===== config.mk =====
export PLATFORM = sky130hd
export DESIGN_NAME = oag_core
export DESIGN_NICKNAME = d
export VERILOG_FILES = /design/src/oag_pkg.sv /design/src/oag_addr_word.sv /design/src/oag_core.sv
export VERILOG_INCLUDE_DIRS = /design/src /design/src/src
export SDC_FILE = /design/constraint.sdc
export NUM_CORES = 1
export LEC_CHECK = 0
export ABC_AREA = 1
export BUFFER_PORTS_ARGS = -buffer_cell sky130_fd_sc_hd__buf_2
export CAP_MARGIN = 10
export CORE_AREA = 2 2 156 158
export CTS_BUF_LIST = sky130_fd_sc_hd__clkbuf_8
export CTS_CLUSTER_SIZE = 30
export DETAILED_ROUTE_END_ITERATION = 8
export DIE_AREA = 0 0 158 160
export GPL_TIMING_DRIVEN = 0
export PLACE_DENSITY = 0.67
export RECOVER_POWER = 50
export SLEW_MARGIN = 20
export SYNTH_ARGS = -nofsm -noshare
export SYNTH_HDL_FRONTEND = slang
export SYNTH_HIERARCHICAL = 1
export SYNTH_SLANG_ARGS = --single-unit
export TNS_END_PERCENT = 20

===== constraint.sdc =====
create_clock -name clk_in -period 4.8 [get_ports clk_in]
set_input_delay 0.96 -clock clk_in [delete_from_list [all_inputs] [get_ports clk_in]]
set_output_delay 0.96 -clock clk_in [all_outputs]
set_load 0.05 [all_outputs]

===== src/oag_consts.svh =====
`ifndef OAG_CONSTS_SVH
`define OAG_CONSTS_SVH
`define OAG_PC_STEP 16'h0002
`define OAG_ZERO16 16'h0000
`define OAG_ZERO8 8'h00
`define OAG_LONG_BIT 7
`define OAG_SEG_HI 14
`define OAG_SEG_LO 8
`define OAG_SHORT_HI 7
`define OAG_SHORT_LO 0
`define OAG_REG_ZERO 4'h0
`define OAG_REG_ONE 4'h1
`define OAG_REG_SP_HI 4'he
`define OAG_REG_SP 4'hf
`endif


===== src/oag_pkg.sv =====
package oag_pkg;
  typedef enum logic [2:0] {
    OAG_MODE_REG, OAG_MODE_IMM, OAG_MODE_IND, OAG_MODE_DIR,
    OAG_MODE_IDX, OAG_MODE_BASE, OAG_MODE_REL
  } oag_mode_type;
  typedef enum logic [2:0] {
    OAG_SPACE_REG, OAG_SPACE_PROG, OAG_SPACE_DATA, OAG_SPACE_STACK,
    OAG_SPACE_IO, OAG_SPACE_SIO
  } oag_space_type;
  typedef enum logic [1:0] {
    OAG_KIND_MEM, OAG_KIND_IO, OAG_KIND_SIO, OAG_KIND_JUMP
  } oag_kind_type;
  typedef enum logic [1:0] {
    OAG_IMPL_NONE, OAG_IMPL_XLATE, OAG_IMPL_EXT, OAG_IMPL_INTACK
  } oag_impl_type;
endpackage


===== src/oag_addr_word.sv =====
`timescale 1ns/100ps
`default_nettype none
`include "oag_consts.svh"
// Splits an embedded address word into long flag, segment and short offset.
module oag_addr_word
  import oag_pkg::*;
(
  input wire logic [15:0] word_in,
  output logic long_out,
  output logic [6:0] seg_out,
  output logic [15:0] short_off_out
);
  assign long_out = word_in[`OAG_LONG_BIT + `OAG_SEG_LO];
  assign seg_out = word_in[`OAG_SEG_HI:`OAG_SEG_LO];
  // Upper offset byte assumed zero
  assign short_off_out = {`OAG_ZERO8, word_in[`OAG_SHORT_HI:`OAG_SHORT_LO]};
endmodule
`default_nettype wire


===== src/oag_core.sv =====
`timescale 1ns/100ps
`default_nettype none
`include "oag_consts.svh"
module oag_core
  import oag_pkg::*;
(
  input wire logic clk_in,
  input wire logic reset_n_in,
  input wire logic [15:0] pc_reset_in,
  input wire logic start_in,
  input wire logic [2:0] mode_in,
  input wire logic [1:0] kind_in,
  input wire logic [1:0] impl_in,
  input wire logic seg_mode_in,
  input wire logic sys_mode_in,
  input wire logic [3:0] reg_sel_in,
  input wire logic [15:0] reg_val_in,
  input wire logic [15:0] reg_hi_val_in,
  input wire logic [15:0] disp_in,
  input wire logic fetch_in,
  input wire logic [15:0] word_in,
  input wire logic step_in,
  input wire logic step_down_in,
  input wire logic [15:0] step_size_in,
  output logic want_word_out,
  output logic [15:0] fetch_addr_out,
  output logic done_out,
  output logic [15:0] ea_out,
  output logic [6:0] ea_seg_out,
  output logic [2:0] space_out,
  output logic [15:0] imm_out,
  output logic pc_load_out,
  output logic [15:0] pc_out,
  output logic [3:0] phys_reg_out,
  output logic phys_sys_bank_out,
  output logic [3:0] impl_reg_out,
  output logic impl_byte_out,
  output logic [15:0] ptr_step_out
);
  // ----------------------------------------
  // Decode helpers
  // ----------------------------------------
  function automatic logic is_stack_ptr(input logic [3:0] r, input logic seg);
    is_stack_ptr = seg ? (r == `OAG_REG_SP_HI) : (r == `OAG_REG_SP);
  endfunction

  typedef enum {ST_IDLE, ST_ADDR, ST_LONG, ST_DONE} oag_state_type;
  oag_state_type state_r, state_nxt;
  logic [15:0] pc_r, pc_nxt;
  logic pc_seeded_r;
  logic [2:0] mode_r;
  logic [1:0] kind_r;
  logic [3:0] reg_r;
  logic seg_r;
  logic [15:0] regv_r, disp_r, ea_r, imm_r;
  logic [6:0] seg_num_r;
  logic [2:0] space_r;
  logic pc_load_r, done_r;
  logic [15:0] step_r;

  wire aw_long;
  wire [6:0] aw_seg;
  wire [15:0] aw_short;
  oag_addr_word u_aw (
    .word_in(word_in),
    .long_out(aw_long),
    .seg_out(aw_seg),
    .short_off_out(aw_short)
  );

  // ----------------------------------------
  // Address arithmetic and space select
  // ----------------------------------------
  wire needs_addr = (mode_r == OAG_MODE_DIR) || (mode_r == OAG_MODE_IDX)
                    || (mode_r == OAG_MODE_BASE) || (mode_r == OAG_MODE_IMM);
  wire [15:0] pc_inc = pc_r + `OAG_PC_STEP;
  wire [15:0] rel_ea = pc_r + disp_r;
  wire [15:0] idx_ea_short = aw_short + regv_r;
  wire [15:0] idx_ea_long = word_in + regv_r;
  wire is_io = (kind_r == OAG_KIND_IO);
  wire is_sio = (kind_r == OAG_KIND_SIO);
  wire sp_used = is_stack_ptr(reg_r, seg_r);
  wire [2:0] io_or = is_io ? 3'(OAG_SPACE_IO) : 3'(OAG_SPACE_SIO);
  wire [2:0] ind_space = (is_io || is_sio) ? io_or
                         : (sp_used ? 3'(OAG_SPACE_STACK) : 3'(OAG_SPACE_DATA));
  wire [2:0] dir_space = (is_io || is_sio) ? io_or
                         : (kind_r == OAG_KIND_JUMP ? 3'(OAG_SPACE_PROG)
                            : 3'(OAG_SPACE_DATA));
  wire [2:0] base_space = sp_used ? 3'(OAG_SPACE_STACK) : 3'(OAG_SPACE_DATA);
  // I/O addresses and nonsegmented addresses never take the long form
  wire seg_addr = seg_r && !is_io && !is_sio;
  wire take_long = seg_addr && aw_long;
  wire [15:0] one_word_ea = seg_addr ? aw_short : word_in;
  wire [15:0] ptr_adj = step_down_in ? (regv_r - step_size_in) : (regv_r + step_size_in);

  // Upper stack registers remapped in system mode
  wire upper_sp = (reg_sel_in == `OAG_REG_SP)
                  || (seg_mode_in && reg_sel_in == `OAG_REG_SP_HI);
  wire [3:0] impl_reg = (impl_in == OAG_IMPL_XLATE) ? `OAG_REG_ONE
                        : (impl_in == OAG_IMPL_EXT) ? `OAG_REG_ZERO
                        : `OAG_REG_SP;

  // ----------------------------------------
  // Sequencer
  // ----------------------------------------
  always_comb begin
    state_nxt = state_r;
    case (state_r)
      ST_IDLE: begin
        if (start_in) begin
          state_nxt = ST_ADDR;
        end
      end
      ST_ADDR: begin
        if (!needs_addr) begin
          state_nxt = ST_DONE;
        end else if (fetch_in) begin
          state_nxt = (take_long && mode_r != OAG_MODE_IMM) ? ST_LONG : ST_DONE;
        end
      end
      ST_LONG: begin
        if (fetch_in) begin
          state_nxt = ST_DONE;
        end
      end
      ST_DONE: state_nxt = ST_IDLE;
      default: state_nxt = ST_IDLE;
    endcase
  end

  always_comb begin
    pc_nxt = pc_r;
    if (!pc_seeded_r) begin
      pc_nxt = pc_reset_in;
    end else if (want_word_out && fetch_in) begin
      pc_nxt = pc_inc;
    end else if (state_r == ST_DONE && pc_load_r) begin
      pc_nxt = ea_r;
    end
  end

  assign want_word_out = (state_r == ST_LONG) || (state_r == ST_ADDR && needs_addr);
  assign fetch_addr_out = {pc_r[15:1], 1'b0};

  always_ff @(posedge clk_in or negedge reset_n_in) begin
    if (!reset_n_in) begin
      state_r <= ST_IDLE;
      pc_r <= `OAG_ZERO16;
      pc_seeded_r <= 1'b0;
    end else begin
      state_r <= state_nxt;
      pc_r <= pc_nxt;
      pc_seeded_r <= 1'b1;
    end
  end

  always_ff @(posedge clk_in or negedge reset_n_in) begin
    if (!reset_n_in) begin
      mode_r <= 3'(OAG_MODE_REG);
      kind_r <= 2'(OAG_KIND_MEM);
      reg_r <= `OAG_REG_ZERO;
      seg_r <= 1'b0;
      regv_r <= `OAG_ZERO16;
      disp_r <= `OAG_ZERO16;
    end else if (state_r == ST_IDLE && start_in) begin
      mode_r <= mode_in;
      kind_r <= kind_in;
      reg_r <= reg_sel_in;
      seg_r <= seg_mode_in;
      regv_r <= reg_val_in;
      disp_r <= disp_in;
    end
  end

  // ----------------------------------------
  // Result registers
  // ----------------------------------------
  always_ff @(posedge clk_in or negedge reset_n_in) begin
    if (!reset_n_in) begin
      ea_r <= `OAG_ZERO16;
      seg_num_r <= 7'h00;
      space_r <= 3'(OAG_SPACE_REG);
      imm_r <= `OAG_ZERO16;
      pc_load_r <= 1'b0;
      done_r <= 1'b0;
    end else begin
      done_r <= (state_r == ST_DONE);
      if (state_r == ST_ADDR) begin
        pc_load_r <= (mode_r == OAG_MODE_DIR) && (kind_r == OAG_KIND_JUMP);
        case (mode_r)
          OAG_MODE_REG: space_r <= 3'(OAG_SPACE_REG);
          OAG_MODE_IND: begin
            space_r <= ind_space;
            ea_r <= regv_r;
          end
          OAG_MODE_REL: begin
            space_r <= 3'(OAG_SPACE_PROG);
            ea_r <= rel_ea;
          end
          OAG_MODE_IMM: begin
            if (fetch_in) begin
              imm_r <= word_in;
              space_r <= 3'(OAG_SPACE_PROG);
            end
          end
          OAG_MODE_DIR: begin
            space_r <= dir_space;
            if (fetch_in) begin
              seg_num_r <= seg_addr ? aw_seg : 7'h00;
              ea_r <= one_word_ea;
            end
          end
          default: begin
            space_r <= (mode_r == OAG_MODE_IDX) ? 3'(OAG_SPACE_DATA) : base_space;
            if (fetch_in) begin
              seg_num_r <= seg_addr ? aw_seg : 7'h00;
              ea_r <= (mode_r == OAG_MODE_IDX && seg_addr) ? idx_ea_short
                      : word_in + regv_r;
            end
          end
        endcase
      end else if (state_r == ST_LONG && fetch_in) begin
        ea_r <= (mode_r == OAG_MODE_DIR) ? word_in : idx_ea_long;
      end
    end
  end

  always_ff @(posedge clk_in or negedge reset_n_in) begin
    if (!reset_n_in) begin
      step_r <= `OAG_ZERO16;
    end else if (step_in) begin
      step_r <= ptr_adj;
    end
  end

  assign done_out = done_r;
  assign ea_out = ea_r;
  assign ea_seg_out = seg_num_r;
  assign space_out = space_r;
  assign imm_out = imm_r;
  assign pc_load_out = pc_load_r;
  assign pc_out = pc_r;
  assign phys_reg_out = reg_sel_in;
  assign phys_sys_bank_out = sys_mode_in && upper_sp;
  assign impl_reg_out = impl_reg;
  assign impl_byte_out = (impl_in == OAG_IMPL_XLATE);
  assign ptr_step_out = step_r;

  // ----------------------------------------
  // Checks
  // ----------------------------------------
  pc_step_a: assert property (@(posedge clk_in) disable iff (!reset_n_in)
    (pc_seeded_r && want_word_out && fetch_in) |=> pc_r == $past(pc_r) + `OAG_PC_STEP)
    else $error("pc not stepped by one word");
  // Fetch address is forced even, so watch the pc itself for a stray odd value
  fetch_even_a: assert property (@(posedge clk_in) disable iff (!reset_n_in)
    pc_seeded_r |-> pc_r[0] == 1'b0) else $error("odd program counter");
  sys_bank_a: assert property (@(posedge clk_in) disable iff (!reset_n_in)
    (sys_mode_in && reg_sel_in == `OAG_REG_SP) |-> phys_sys_bank_out)
    else $error("system copy not selected");
  rel_space_a: assert property (@(posedge clk_in) disable iff (!reset_n_in)
    (state_r == ST_ADDR && mode_r == OAG_MODE_REL) |=> space_r == 3'(OAG_SPACE_PROG))
    else $error("relative not program space");
  rel_target_a: assert property (@(posedge clk_in) disable iff (!reset_n_in)
    (state_r == ST_ADDR && mode_r == OAG_MODE_REL) |=> ea_r == $past(pc_r) + $past(disp_r))
    else $error("relative target wrong");
  short_fmt_a: assert property (@(posedge clk_in) disable iff (!reset_n_in)
    (state_r == ST_ADDR && mode_r == OAG_MODE_DIR && fetch_in && seg_addr && !aw_long)
    |=> (ea_r[15:8] == `OAG_ZERO8) ##1 done_r)
    else $error("short format wrong");
  long_fmt_a: assert property (@(posedge clk_in) disable iff (!reset_n_in)
    (state_r == ST_ADDR && mode_r == OAG_MODE_DIR && fetch_in && take_long)
    |=> state_r == ST_LONG) else $error("long format not taken");
  xlate_reg_a: assert property (@(posedge clk_in) disable iff (!reset_n_in)
    (impl_in == OAG_IMPL_XLATE) |-> (impl_reg_out == `OAG_REG_ONE && impl_byte_out))
    else $error("translate register wrong");
  ext_reg_a: assert property (@(posedge clk_in) disable iff (!reset_n_in)
    (impl_in == OAG_IMPL_EXT) |-> impl_reg_out == `OAG_REG_ZERO)
    else $error("extended register wrong");
  jump_load_a: assert property (@(posedge clk_in) disable iff (!reset_n_in)
    (state_r == ST_DONE && pc_load_r) |=> pc_r == $past(ea_r))
    else $error("jump not loaded");
endmodule
`default_nettype wire


==> flow_summary.toml <==
[status]
status = "complete, but fails checks"
violations = "capacitance limit, slew limit"

[timing]
setup-violations-final = 0
finalMaxSlewViolations = 50
fin_skew_ps = 14.4
fin_tns_setup_ps = 0
final.period_utilization_pct = 67.2
max_slew_margin_pct = -91.1
grt_setup_unrepaired = "false"
tightestPinTransition_ps = 2870
max_freq_mhz = 310
hold_viol = 0
min_period_ps = 3230

[placement]
place.gp.congestion = 0.984
dpl_cell_area_um2 = 11900
dp_hpwl_um = 29900
io_buffers = 198

[drt]
ant_nets = 0
first_iter_violations = 883
wl_per_cell_um = 17.3
vias = 10962
totalWireLength_um = 36500
vias_per_cell = 5.19
firstDrtPassIters = 7
remaining_drc_errors = 0

[cells_and_area]
final_net_count = 1966
fin_area_um2 = 12300
area_growth_pct = 17.5
diodes = 0
layout_commonest_cell = "nand2_1"
fin_util_pct = 51.7
layout_common_cells = "417 x nand2_1, 213 x inv_1, 180 x buf_2"
layout-drive-gt1-share_pct = 17.9

[clock_network]
cts-resized-gates = 0
cts_buffers = 17
cts_hold_buf = 0
cts_tree = "done"
cts_max_level = 4
cts-root-buf = "clkbuf_8"
clock_path_buffers = 2
clock-sinks = 121
cts_setup_buffers = 0
clkSlewWorstSetupHoldPaths_ps = 80
insertion_delay_ps = 470

[critical_path]
endpoint_kind = "output port"
worstPathRequired_ps = 3840
arrival_ps = 2270
worstSetupPathType = "flip-flop to output port"
cp_max_fo = 10
critPathLaunchType = "flip-flop"

[power_and_ir_drop]
pwr-share-comb_pct = 67.8
p_clk_share_pct = 10.9
intPower_w = 0.00402
power_frac_seq_pct = 21.3
ir_drop_v = 0.000316
p_leak_nw = 6.73
p_per_area_nw_per_um2 = 772
p_sw_w = 0.00550
power_w = 0.00951
swShare_pct = 57.8

[logic_synthesis]
synth_largest_area_cell = "dfrtp_1"
yosys_warnings = 6
synthArstFlopShare_pct = 100
synth_top_area_share_pct = 28.9
ys.flop_type = "dfrtp_1"
synth_edf_count = 0
syn_area_um2 = 10500
yosysSeqAreaShare_pct = 28.9
synth_area_leaders = "dfrtp_1 29%, nand2_1 15%, ha_1 8.7%, inv_1 7.6%, nand3_1 5.8%"
synth_cell_types = 51
synth_cells = 1549
synth-seq-cells = 121
syn_avg_cell_area_um2 = 6.77

[grt]
track_usage_pct = 29.3
grt_max_degree = 73
antenna_found_initial = 0
grt.overflow.total = 0
grt_pass1_vias = 10507
grt_pass1_wl_um = 56800

[run]
maxCapViolations = 1

[floorplanning]
die_width_um = 158
dieHeight_um = 160
rows = 57
design.die.area_um2 = 25300
core-area_um2 = 23800
io_pins = 218
start_util_pct = 44.0

[min_path]
worstHoldPathType = "flip-flop to flip-flop"
-- metrics by stage --
stage	setup WS (ps)	hold WS [ps]	cells
after floorplan	1730	472	1556
after global placement	1110	460	2078
after detailed placement	1200	461	2079
after CTS	1700	394	2111
after global routing	1150	506	2111
final	1570	481	2111
-- worst max-delay path, stage by stage (launching register included) --
cell and delay, ps:
dfrtp_1 420, inv_1 110, ha_1 210, inv_1 90, clkbuf_1 310, o21ai_4 350, buf_2 320
-- final timing paths --
kind / start / to / slack, ps / depth (start not counted)
setup / recovery: state_r[1]$_DFFE_PN0P_ / want_word_out / 1570 / 6
setup reg to reg: state_r[1]$_DFFE_PN0P_ / ea_seg_out[0]$_DFFE_PN0P_ / 2240 / 7
hold / removal: imm_out[7]$_DFFE_PN0P_ / imm_out[7]$_DFFE_PN0P_ / 480 / 2
min in group asynchronous: reset_n_in / ea_seg_out[5]$_DFFE_PN0P_ / 1400 / 1
hold reg to reg: imm_out[7]$_DFFE_PN0P_ / imm_out[7]$_DFFE_PN0P_ / 480 / 2
max in group asynchronous: reset_n_in / regv_r[8]$_DFFE_PN0P_ / 1740 / 1
-- routing by layer --
layer  global-route usage (%)  wire length [um]  part of all wire [%]
met2                     46.8             16500                    45
met1                     41.7             17000                    47
met3                     4.50              2370                   6.5
met4                     6.63               617                   1.7
met5                        0                 0                     0
-- area by class of cell --
class	instances	area, um2
tap	324	405
multi-input combinational	1133	6140
clock inverter	14	174
buffer	83	514
fill	2522	11500
sequential	121	3030
inverter	219	827
clock buffer	18	248
timing repair buffer	199	987
-- cells in the mapped netlist, types with 4 or more instances --
library cell,n
nand2_1,417
inv_1,212
nand3_1,122
dfrtp_1,121
a21oi_1,119
nor2_1,109
o21ai_0,103
ha_1,73
buf_4,49
clkbuf_1,23
mux2_2,22
xor2_1,21
xnor2_1,18
or2_2,16
nand4_1,13
nor3_1,11
a31oi_1,9
a21boi_1,8
buf_2,8
nand3b_1,8
inv_2,6
o211ai_1,5
a22oi_1,4
fa_1,4
o22ai_1,4
-- registers in the layout (all words and copies together), names as in the netlist --
signal / count
disp_r: 16
done_out: 1
ea_out: 16
ea_seg_out: 7
imm_out: 16
kind_r: 2
mode_r: 3
pc_load_out: 1
pc_out: 16
pc_seeded_r: 1
ptr_step_out: 16
reg_r: 4
regv_r: 16
seg_r: 1
space_out: 3
state_r: 2
-- cells by family after synthesis --
logic type | share of synthesized area (%)
other | 0.107
DFF | 28.9
xor gates and xnor gates | 3.26
AOI/OAI and AO/OA | 14.7
muxes | 2.36
and+or+nand+nor | 28.4
buffers and inverters | 12.8
adders and majority gates | 9.48
-- power by group through the flow --
stage               clock network (W)  registers [W]  logic [W]
floorplan                           0        0.00286    0.00382
global route                  0.00110        0.00209    0.00713
finish                        0.00104        0.00203    0.00645
CTS                           0.00105        0.00202    0.00642
detailed placement                  0        0.00204    0.00639
global placement                    0        0.00202    0.00633
No activity file was read; power rests on OpenSTA's default activity.
